[config.mk]
export PLATFORM = sky130hd
export DESIGN_NAME = clock_multiplier_setup_control
export DESIGN_NICKNAME = d
export VERILOG_FILES = /design/src/rtl/clkmul_pkg.sv /design/src/rtl/strap_sync.sv /design/src/rtl/clock_multiplier_setup_control.sv
export SDC_FILE = /design/constraint.sdc
export NUM_CORES = 1
export LEC_CHECK = 0
export ABC_AREA = 1
export BUFFER_PORTS_ARGS = -buffer_cell sky130_fd_sc_hd__buf_4
export CAP_MARGIN = 20
export CORE_ASPECT_RATIO = 0.6
export CORE_MARGIN = 5
export CORE_UTILIZATION = 46
export CTS_CLUSTER_SIZE = 10
export DETAILED_ROUTE_END_ITERATION = 10
export PLACE_DENSITY = 0.9
export SYNTH_ARGS = -nofsm -noshare
export SYNTH_HDL_FRONTEND = slang
export SYNTH_SLANG_ARGS = --single-unit
export TNS_END_PERCENT = 100
[constraint.sdc]
create_clock -name mclk -period 1.7 [get_ports mclk]
set_clock_uncertainty 0.2 [all_clocks]
set_input_delay 0.34 -clock mclk [delete_from_list [all_inputs] [get_ports mclk]]
set_output_delay 0.34 -clock mclk [all_outputs]
set_load 0.01 [all_outputs]
[src/rtl/clkmul_pkg.sv]
package clkmul_pkg;
  // register byte addresses on the avalon slave
  localparam logic [3:0] setup_two_offset   = 4'h0;
  localparam logic [3:0] command_offset     = 4'h4;
  localparam logic [3:0] status_offset      = 4'h8;
  localparam logic [3:0] strap_offset       = 4'hc;

  // setup_two_config field positions
  localparam int hs_read_bit     = 7;
  localparam int reserved_bit    = 6;
  localparam int mult_sel_lsb    = 4;
  localparam int enh_func_bit    = 3;
  localparam int low_field_msb   = 2;

  localparam logic [7:0] setup_two_reset = 8'h00;
  localparam logic [7:0] setup_two_wmask = 8'hbf;

  // multiplier select codes
  localparam logic [1:0] mult_20mhz    = 2'h0;
  localparam logic [1:0] mult_40mhz    = 2'h1;
  localparam logic [1:0] mult_reserved = 2'h2;
  localparam logic [1:0] mult_80mhz    = 2'h3;

  localparam logic [7:0] restart_cmd = 8'h18;

  // status register bit positions
  localparam int st_halted_bit   = 0;
  localparam int st_pll_pwr_bit  = 1;
  localparam int st_locked_bit   = 2;
  localparam int st_changed_bit  = 3;
  localparam int st_hs_read_bit  = 4;
  localparam int st_legacy_bit   = 5;
  localparam int st_strap_bit    = 6;

  // pll lock time, typical
  localparam int clk_mhz       = 125;
  localparam int lock_time_ns  = 8000;
  localparam int lock_cycles   = (lock_time_ns * clk_mhz) / 1000;
  localparam int lock_cnt_w    = 10;

  localparam logic [31:0] unmapped_read = 32'h00000000;

  typedef enum logic [1:0] {
    pll_off,
    pll_settling,
    pll_stable
  } pll_state_t;
endpackage

[src/rtl/strap_sync.sv]
`timescale 1ns/1ps
module strap_sync (
  input  wire logic mclk,
  input  wire logic reset_n,
  input  wire logic pin_in,
  output logic      level_q
);
  logic s1_q;
  logic s2_q;
  logic s3_q;

  // first stage feeds only the second; accept a change once stages 2 and 3 agree
  always_ff @(posedge mclk) begin
    if (!reset_n) begin
      s1_q <= 1'b0;
      s2_q <= 1'b0;
      s3_q <= 1'b0;
    end else begin
      s1_q <= pin_in;
      s2_q <= s1_q;
      s3_q <= s2_q;
    end
  end

  always_ff @(posedge mclk) begin
    if (!reset_n) begin
      level_q <= 1'b0;
    end else if (s2_q == s3_q) begin
      level_q <= s3_q;
    end
  end
endmodule

[src/rtl/clock_multiplier_setup_control.sv]
`timescale 1ns/1ps
// Overview of operation
// - fast read needs strap and select bit
// - write timing never follows select bit
// - bit 6 reserved, no function
// - select 00/01/11 gives 20/40/80 MHz
// - multiplier powered down until select changes
// - select change halts core, wakes pll
// - pll locks about 8 us after wake
// - enhanced bit resets 0, enables new functions
module clock_multiplier_setup_control
  import clkmul_pkg::*;
#(
  parameter int lock_count = lock_cycles
) (
  input  wire logic        mclk,
  input  wire logic        reset_n,
  input  wire logic [3:0]  avs_address,
  input  wire logic        avs_read,
  input  wire logic        avs_write,
  input  wire logic [31:0] avs_writedata,
  input  wire logic [3:0]  avs_byteenable,
  output logic [31:0]      avs_readdata,
  output logic             avs_waitrequest,
  input  wire logic        bus_timing_strap,
  output logic             high_speed_read_en,
  output logic             write_timing_fast,
  output logic [1:0]       clock_multiplier_select,
  output logic [2:0]       clock_freq_code,
  output logic             pll_power_up,
  output logic             pll_locked,
  output logic             core_halt,
  output logic             enhanced_function_enable,
  output logic             legacy_mode,
  output logic [2:0]       setup_two_low_bits
);
  logic [7:0]            setup_q;
  logic                  changed_q;
  logic                  halt_q;
  pll_state_t            pll_q;
  logic [lock_cnt_w-1:0] lock_cnt_q;
  logic                  rd_done_q;
  logic [31:0]           rdata_q;
  logic                  strap_q;
  logic                  wr_setup;
  logic                  wr_cmd;
  logic [1:0]            new_sel;
  logic                  sel_change;
  logic [7:0]            wr_byte;
  logic [7:0]            setup_d;
  logic [1:0]            cur_sel;
  logic                  restart_hit;
  logic                  lock_done;
  logic                  rd_start;
  logic [6:0]            status_word;
  logic [31:0]           rdata_d;

  strap_sync u_strap (
    .mclk    (mclk),
    .reset_n (reset_n),
    .pin_in  (bus_timing_strap),
    .level_q (strap_q)
  );

  // writes finish in the cycle they are presented; reads take one wait cycle
  assign rd_start        = avs_read && !rd_done_q;
  assign avs_waitrequest = rd_start;
  assign wr_byte         = avs_writedata[7:0];
  assign wr_setup        = avs_write && avs_byteenable[0] && (avs_address == setup_two_offset);
  assign wr_cmd          = avs_write && avs_byteenable[0] && (avs_address == command_offset);
  assign restart_hit     = wr_cmd && (wr_byte == restart_cmd);
  assign cur_sel         = setup_q[mult_sel_lsb +: 2];
  assign new_sel         = wr_byte[mult_sel_lsb +: 2];
  // rewriting the same select is not a change and must not halt the core
  assign sel_change      = wr_setup && (new_sel != cur_sel);

  always_comb begin
    setup_d = setup_q;
    if (wr_setup) begin
      // reserved bit 6 never stored, reads back zero
      setup_d = wr_byte & setup_two_wmask;
    end
  end

  always_ff @(posedge mclk) begin
    if (!reset_n) begin
      setup_q <= setup_two_reset;
    end else begin
      setup_q <= setup_d;
    end
  end

  // remembers a multiplier change since reset; repeat changes are the host's fault
  always_ff @(posedge mclk) begin
    if (!reset_n) begin
      changed_q <= 1'b0;
    end else if (sel_change) begin
      changed_q <= 1'b1;
    end
  end

  // change beats a restart written in the same cycle; a later restart resumes the core even while the pll is still settling
  always_ff @(posedge mclk) begin
    if (!reset_n) begin
      halt_q <= 1'b0;
    end else if (sel_change) begin
      halt_q <= 1'b1;
    end else if (restart_hit) begin
      halt_q <= 1'b0;
    end
  end

  // lock time is a cycle count only; no real pll feedback is modelled
  assign lock_done = (lock_cnt_q == lock_cnt_w'(lock_count - 1));

  always_ff @(posedge mclk) begin
    if (!reset_n) begin
      pll_q <= pll_off;
    end else if (sel_change) begin
      pll_q <= pll_settling;
    end else begin
      unique case (pll_q)
        pll_off: begin
          pll_q <= pll_off;
        end
        pll_settling: begin
          if (lock_done) begin
            pll_q <= pll_stable;
          end
        end
        pll_stable: begin
          pll_q <= pll_stable;
        end
      endcase
    end
  end

  // a fresh change restarts the lock wait from zero
  always_ff @(posedge mclk) begin
    if (!reset_n) begin
      lock_cnt_q <= '0;
    end else if (sel_change) begin
      lock_cnt_q <= '0;
    end else if ((pll_q == pll_settling) && !lock_done) begin
      lock_cnt_q <= lock_cnt_q + lock_cnt_w'(1);
    end
  end

  always_comb begin
    status_word                 = '0;
    status_word[st_halted_bit]  = halt_q;
    status_word[st_pll_pwr_bit] = (pll_q != pll_off);
    status_word[st_locked_bit]  = (pll_q == pll_stable);
    status_word[st_changed_bit] = changed_q;
    status_word[st_hs_read_bit] = high_speed_read_en;
    status_word[st_legacy_bit]  = legacy_mode;
    status_word[st_strap_bit]   = strap_q;
  end

  // read data captured once per read and held until the next one
  always_comb begin
    rdata_d = rdata_q;
    if (rd_start) begin
      unique case (avs_address)
        setup_two_offset: rdata_d = {24'h000000, setup_q};
        status_offset:    rdata_d = {25'h0, status_word};
        default:          rdata_d = unmapped_read;
      endcase
    end
  end

  always_ff @(posedge mclk) begin
    if (!reset_n) begin
      rd_done_q <= 1'b0;
    end else begin
      rd_done_q <= rd_start;
    end
  end

  always_ff @(posedge mclk) begin
    if (!reset_n) begin
      rdata_q <= unmapped_read;
    end else begin
      rdata_q <= rdata_d;
    end
  end

  assign avs_readdata = rdata_q;

  always_comb begin
    unique case (setup_q[mult_sel_lsb +: 2])
      mult_20mhz:    clock_freq_code = 3'h1;
      mult_40mhz:    clock_freq_code = 3'h2;
      mult_80mhz:    clock_freq_code = 3'h4;
      // reserved code: run off the crystal as at reset
      mult_reserved: clock_freq_code = 3'h1;
    endcase
  end

  assign high_speed_read_en       = strap_q && setup_q[hs_read_bit];
  // writes keep standard timing whatever the read select says
  assign write_timing_fast        = 1'b0;
  assign clock_multiplier_select  = setup_q[mult_sel_lsb +: 2];
  assign pll_power_up             = pll_q != pll_off;
  assign pll_locked               = pll_q == pll_stable;
  assign core_halt                = halt_q;
  assign enhanced_function_enable = setup_q[enh_func_bit];
  assign legacy_mode              = !setup_q[enh_func_bit];
  assign setup_two_low_bits       = setup_q[low_field_msb:0];
endmodule

# [Yosys cells after proc, flatten, opt, wreduce, memory -nomap -nowiden]
# Index checks and enable logic that the tools add are counted.
[word_totals] ff_bits=58 wordCells=52
[op_classes] n_addsub=1 n_eq_ne=13 muxes=7 bitwise=1 n_reduce_logical=18
[op_table] operator="$pmux 8 s2" count=1
[op_table] operator="$add 10x1->10 const B" count=1
[op_table] operator="$eq 10x10->1 const B" count=1
[op_table] operator="$pmux 3 s3" count=1
[op_table] operator="$eq 8x5->1 const B" count=1
[op_table] operator="$logic_and 1x1->1" count=8
[op_table] operator="$eq 2x2->1 const B" count=3
[op_table] operator="$pmux 2 s3" count=1
[op_table] operator="$eq 2x1->1 const B" count=2
[op_table] operator="$eq 4x3->1 const B" count=1
[op_table] operator="$eq 4x4->1 const B" count=1
[op_table] operator="$logic_not 2->1" count=2
[op_table] operator="$logic_not 4->1" count=1
[op_table] operator="$reduce_bool 2->1" count=2
[op_table] operator="$reduce_or 2->1" count=2
[op_table] operator="$logic_not 1->1" count=3
[op_table] operator="$mux 1" count=3
[op_table] operator="$ne 3x3->1 const B" count=1
[op_table] operator="$mux 2" count=1
[op_table] operator="$ne 2x2->1" count=1
[op_table] operator="$ne 2x2->1 const B" count=1
[op_table] operator="$eq 1x1->1" count=1
[op_table] operator="$not 1->1" count=1

# [Depth between registers and ports, before layout]
# Gate-level depths: netlist (run 1).
[depth] ltp_word=5 depth_mapped=9 ltp_nobuf=8

# [By module]
# From an unflattened synthesis (run 1), not the netlist that was laid out.
[hier_totals] hier_cells=275 area_unflattened_um2=1894.3
[modules_own_cells] module="clock_multiplier_setup_control" instances=1 cells_per_inst=262 area_each_um2=1778.0 seq_area_each_um2=600.6
[modules_own_cells] module="strap_sync" instances=1 cells_per_inst=13 area_each_um2=116.4 seq_area_each_um2=80.1

# [Worst setup path after synthesis (run 1)]
# No wires, ideal clock.
[synth_timing] path_kind="register to register" start="register lock_cnt_q[0]" end="register lock_cnt_q[6]" arrival_ns=1.104 t_required_ns=1.386 setup_slack_ns=0.282 path_stages_with_launch=9 n_path_buf=0 synth_period_minus_slack_ns=1.418 cell_sequence="dfxtp_1 ha_1 nand3_1 nor2_2 nand2_4 nand2_8 inv_4 nand2_1 a21oi_2"
[synth_via] elab_chain_cells=3 elab_cells_between_ends=4
[synth_lines] element="start: declaration" line="clock_multiplier_setup_control.sv:41" text="logic [lock_cnt_w-1:0] lock_cnt_q;"
[synth_lines] element="start signal: assignment" line="clock_multiplier_setup_control.sv:145" text="lock_cnt_q <= lock_cnt_q + lock_cnt_w'(1);"
[synth_lines] element="branches (longest 3 deep; another with $add 10x1->10)"
# Several ways; the timed one is not identified.
# A chain may end at the register's enable or synchronous reset.

# [Final worst setup path (run 1)]
[layout_timing] start="register pll_q[0]" end="output pll_power_up"
[layout_via] elab_chain_cells=1
[layout_lines] element="start: declaration" line="clock_multiplier_setup_control.sv:40" text="pll_state_t pll_q;"
[layout_lines] element="start signal: assignment" line="clock_multiplier_setup_control.sv:118" text="pll_q <= pll_off;"
[layout_lines] element="start signal: assignment" line="clock_multiplier_setup_control.sv:120" text="pll_q <= pll_settling;"
[layout_lines] element="start signal: assignment" line="clock_multiplier_setup_control.sv:124" text="pll_q <= pll_off;"
[layout_lines] element="$reduce_bool 2->1" line="clock_multiplier_setup_control.sv:204" text="assign pll_power_up = pll_q != pll_off;"
[layout_lines] element="end: declaration" line="clock_multiplier_setup_control.sv:30" text="output logic pll_power_up,"
# No other way between the ends.

==> results.md, run 1 <==
* Vias in the first global route at 1521
* GRT Util Overall at 0.1565
* Longest Clk Path Bufs at 2
* Slack of the critical path at 0.05816 ns
* Endpoints failing setup at 0
* Synthesized cell area at 0.001976 mm²
* DP Worst Slack at 0.1036 ns
* GPL Wtd Cong at 0.8758
* Power per cell area at 737.9 mW/mm²
* Placed cells at 364
* Distinct cells, synth at 29
* # diodes at 0
* Final hold violations at 0
* Vias/cell at 4.559
* Die H at 60.77 µm
* DR DRC count at 0
* Syn Area/Cell at 7.317 µm²
* Final net count at 360
* Min Tclk post-route at 1.642 ns
* CP endpoint kind: output port
* Hold Path Stages at 3
* Slew Viols, Final at 0
* Synthesis warning total at 0
* CP Class: reg2out
* Post CTS Setup Buffer Count at 0
* TritonCTS clock tree: done
* Max FO, Critical Path at 3
* HP Class: in2reg
* Total Wirelength at 4.489 mm
* Largest net degree at the start of global routing at 18
* RSZ-0062 raised after global routing: no
* Sequential fraction of the synthesis area at 0.3445
* DPL Wire Length at 3.597 mm
* H-tree depth at 2
* Initial detailed-routing violation count at 101
* Outcome: completed
* Max-cap violation count at 0
* Initial Utilization at 0.4794
* Worst r2r path cells at 8
* Vias at 1696
* TritonCTS Sinks at 34
* IO buf count at 40
* Initial antenna violation count at 0
* Hold buffers post-CTS at 0
* Post-Route Setup TNS at 0 ns
* TritonRoute pass-1 iters at 4
* Peak supply drop at 503.4 µV
* Mapped Cells at 270
* Die ar. at 0.005749 mm²
* Critical path data arrival time at 1.10 ns
* Setup crit start kind: flop
* Layout cells sized above 1 at 0.2596
* Die width at 94.61 µm
* Drt wl/cell at 12.07 µm
* Non-filler instance count after layout at 372
* Clock Tree Root: clkbuf_8
* Skew-Pair Late Insertion Delay at 0.29 ns
* I/O pins at 93
* Rows at 18
* Core area at 0.004121 mm²
* F_max at 609.1 MHz
* Post-route ant nets at 0
* Yosys reg bits at 34
* First-pass GRT wire length at 6.803 mm
* Req. time, crit path at 1.16 ns
* LEAKAGE at 0.001134 µW
* Clock transition at the registers of the reported paths at 0.07 ns
* GRT Residual Overflow at 0
* Final period utilization at 0.9658
* Total CTS buffers at 5
* Area growth, synth to finish at 18.62%
==> what timing repair did <==
action | in CTS | in global routing
setup endpoints to repair | 0 | 3
endpoints found under the hold margin | 0 | 0
gates resized for setup | 0 | 4
==> kinds of logic after synthesis <==
group                    after synthesis  synth area share
other                                  1          0.001898
AO/OA/AOI/OAI                         42            0.1273
flip-flops                            34            0.3445
buffers and inverters                 77            0.2166
AND/OR/NAND/NOR                      107            0.2622
adder cells (fa/ha/maj)                4           0.02533
XOR/XNOR                               5           0.02217
==> cells in the final DEF (no fill, tap or decap), drive strengths merged <==
cell type	synthesis	final
ha	4	4
clkbuf	0	8
nand3	11	11
nor2	27	27
a21oi	22	22
dfxtp	34	34
nand2	62	62
xor2	3	3
buf	35	45
nand3b	1	1
xnor2	2	2
nor3	1	1
nand4	5	5
o211ai	2	2
o21ai	16	16
inv	42	42
o22ai	2	2
conb	1	25
==> critical path: stages (launching register included) <==
cell and delay, ns:
dfxtp_2 0.34, inv_1 0.05, ha_1 0.24, inv_1 0.06, buf_4 0.11
==> cell type report <==
cell class / instances / area, µm²
multi-input cells: 183 / 964.7
flip-flops and latches: 34 / 683.2
well taps: 60 / 75.07
fillers: 382 / 1778
repair buffers: 45 / 350.3
inverters: 42 / 160.2
clock buffers: 8 / 110.1
==> cell usage after synthesis, drive strengths merged <==
library cell | number | area share
nand4 | 5 | 0.016
xnor2 | 2 | 0.0089
conb | 1 | 0.0019
nand2 | 62 | 0.14
buf | 35 | 0.14
nor2 | 27 | 0.073
inv | 42 | 0.081
o21ai | 16 | 0.041
o22ai | 2 | 0.0063
dfxtp | 34 | 0.34
nand3 | 11 | 0.028
ha | 4 | 0.025
nand3b | 1 | 0.0038
a21oi | 22 | 0.073
xor2 | 3 | 0.013
o211ai | 2 | 0.0076
nor3 | 1 | 0.0025
==> metal layers <==
metal  share of wire  track usage
met5               0            0
met4           0.011      0.03901
met3           0.074      0.05328
met2            0.44       0.2485
met1            0.47       0.2074
==> per-stage QoR <==
step	power (µW)	hold WS (ns)	util	area (µm²)
floorplan	993.5	0.1905	-	2066
global placement	1028	0.1975	0.5395	2223
detailed placement	1033	0.2127	0.5395	2223
CTS	1726	0.02748	0.5662	2333
global route	1785	0.04419	0.5686	2344
finish	1729	0.02906	0.5686	2344
==> worst paths after layout <==
path / end / slack, ns / start
worst max register to register: lock_cnt_q[7] / 0.11 / lock_cnt_q[0]
worst min register to register: u_strap.s2_q / 0.23 / u_strap.s1_q
worst max-delay path: pll_power_up / 0.06 / pll_q[0]
worst min-delay path: u_strap.s1_q / 0.03 / bus_timing_strap
==> state kept, by name, summed over array words and instances, names as in the netlist <==
| name | cells |
|---|---|
| avs_readdata | 8 |
| changed_q | 1 |
| core_halt | 1 |
| lock_cnt_q | 10 |
| pll_q | 2 |
| rd_done_q | 1 |
| setup_q | 7 |
| u_strap.level_q | 1 |
| u_strap.s1_q | 1 |
| u_strap.s2_q | 1 |
| u_strap.s3_q | 1 |
==> power breakdown <==
group	switching [µW]	internal (µW)	total [µW]
Sequential	11.7	816	828
Clock	301	409	710
Combinational	112	79.4	191
Total	425	1300	1730
Power figures use the tool's default switching activity.
==> run 2: changes to the inputs <==
- SETUP_SLACK_MARGIN: unset -> 0.3
==> results.md, run 2 (synthesized netlist as in run 1, its figures left out) <==
* Outcome: completed
* Vias/cell at 4.679
* GRT Util Overall at 0.1744
* Final Util at 0.6457
* Drt wl/cell at 13.35 µm
* Non-filler instance count after layout at 389
* RSZ-0062 raised after global routing: yes
* Post-Route Setup TNS at 0 ns
* Die ar. at 0.005749 mm²
* DP Worst Slack at 0.09126 ns
* TritonCTS clock tree: done
* Fillers at 336
* Total CTS buffers at 5
* Longest Clk Path Bufs at 2
* F_max at 644.5 MHz
* Setup crit start kind: flop
* Largest net degree at the start of global routing at 18
* # diodes at 0
* Rows at 18
* TritonRoute pass-1 iters at 4
* Hold buffers post-CTS at 0
* IO buf count at 40
* HP Class: in2reg
* Max-cap violation count at 0
* Layout cells sized above 1 at 0.4164
* I/O pins at 93
* Post-route ant nets at 0
* Seq pwr share at 0.479
* Internal power at 1301 µW
* Power per cell area at 644.1 mW/mm²
* Initial Utilization at 0.4794
* Clock power share at 0.405
* Initial detailed-routing violation count at 150
* Area growth, synth to finish at 34.71%
* Critical path data arrival time at 1.01 ns
* Vias at 1820
* H-tree depth at 2
* Psw at 412.9 µW
* Switching Fraction at 0.2409
* Most common cell after layout, fill and taps aside: buf_4
* CP Class: reg2out
* Max FO, Critical Path at 3
* Clock Tree Root: clkbuf_8
* First-pass GRT wire length at 7.617 mm
* Req. time, crit path at 1.16 ns
* Min Tclk post-route at 1.552 ns
* GPL Wtd Cong at 0.8154
* Final hold violations at 0
* Total Wirelength at 5.193 mm
* Vias in the first global route at 1648
* LEAKAGE at 0.001261 µW
* Final net count at 377
* Initial antenna violation count at 0
* Placed cells at 363
* DR DRC count at 0
* Die width at 94.61 µm
* Max reg flops at 10
* Endpoints failing setup at 0
* Final period utilization at 0.9128
* Clock transition at the registers of the reported paths at 0.07 ns
* Slack of the critical path at 0.1483 ns
* TritonCTS Sinks at 34
* Most frequent cells in the layout: 51 x buf_4, 44 x nand2_1, 31 x inv_1, 25 x conb_1, 21 x dfxtp_1
* Largest Register: lock_cnt_q
* DPL Wire Length at 3.446 mm
* Comb pwr share at 0.116
* Skew-Pair Late Insertion Delay at 0.28 ns
* Core area at 0.004121 mm²
* GRT Residual Overflow at 0
* Slew Viols, Final at 0
* Peak supply drop at 524.8 µV
* Die H at 60.77 µm
* CP endpoint kind: output port
[run 2: metal layers]
layer	part of all wire	global-route usage	vias up
met4	0.034	0.06982	0
li1	-	-	908
met3	0.11	0.04585	17
met5	0	0	-
met1	0.41	0.2312	809
met2	0.45	0.2745	86
[run 2: worst max-delay path, cell delays in order (launching register included)]
cell and delay, ns:
dfxtp_4 0.39, inv_4 0.05, ha_4 0.15, inv_2 0.05, buf_6 0.09
[run 2: final timing paths]
kind                    startpoint            to  slack (ns)  cells past startpoint
setup / recovery          pll_q[1]  pll_power_up        0.15                      4
hold / removal    bus_timing_strap  u_strap.s1_q        0.05                      3
setup reg to reg     lock_cnt_q[7]      pll_q[0]        0.17                      7
hold reg to reg       u_strap.s1_q  u_strap.s2_q        0.22                      2
[run 2: layout make-up]
type                       count  area [µm²]  area share
multi-input combinational    184        1094      0.4109
sequential                    34       709.4      0.2666
timing repair buffer          60       484.2      0.1819
inverter                      42       177.7     0.06676
clock buffer                   8       110.1     0.04137
tap                           60       75.07     0.02821
timing repair inverter         1       11.26    0.004231
[run 2: repair_timing]
action / 4_1_cts / 5_1_grt
pin swaps: 4 / 13
setup buffers: 10 / 6
cloned: 0 / 2
gates resized for setup: 23 / 45
setup endpoints to repair: 26 / 20
[run 2: power groups by stage]
stage | Clock, µW | Combinational [µW] | Sequential (µW)
global placement | 0 | 177 | 844
CTS | 708 | 190 | 823
finish | 695 | 198 | 821
detailed placement | 0 | 182 | 845
floorplan | 0 | 145 | 849
global route | 743 | 219 | 823
[run 2: per-stage QoR]
stage          cell area (µm²)  power, µW  hold WS [ns]
2_1_floorplan             2081      993.6        0.1905
3_3_place_gp              2218       1022        0.1938
3_5_place_dp              2218       1027        0.2111
4_1_cts                   2464       1721       0.03524
5_1_grt                   2661       1785       0.07097
6_report                  2661       1714       0.04676
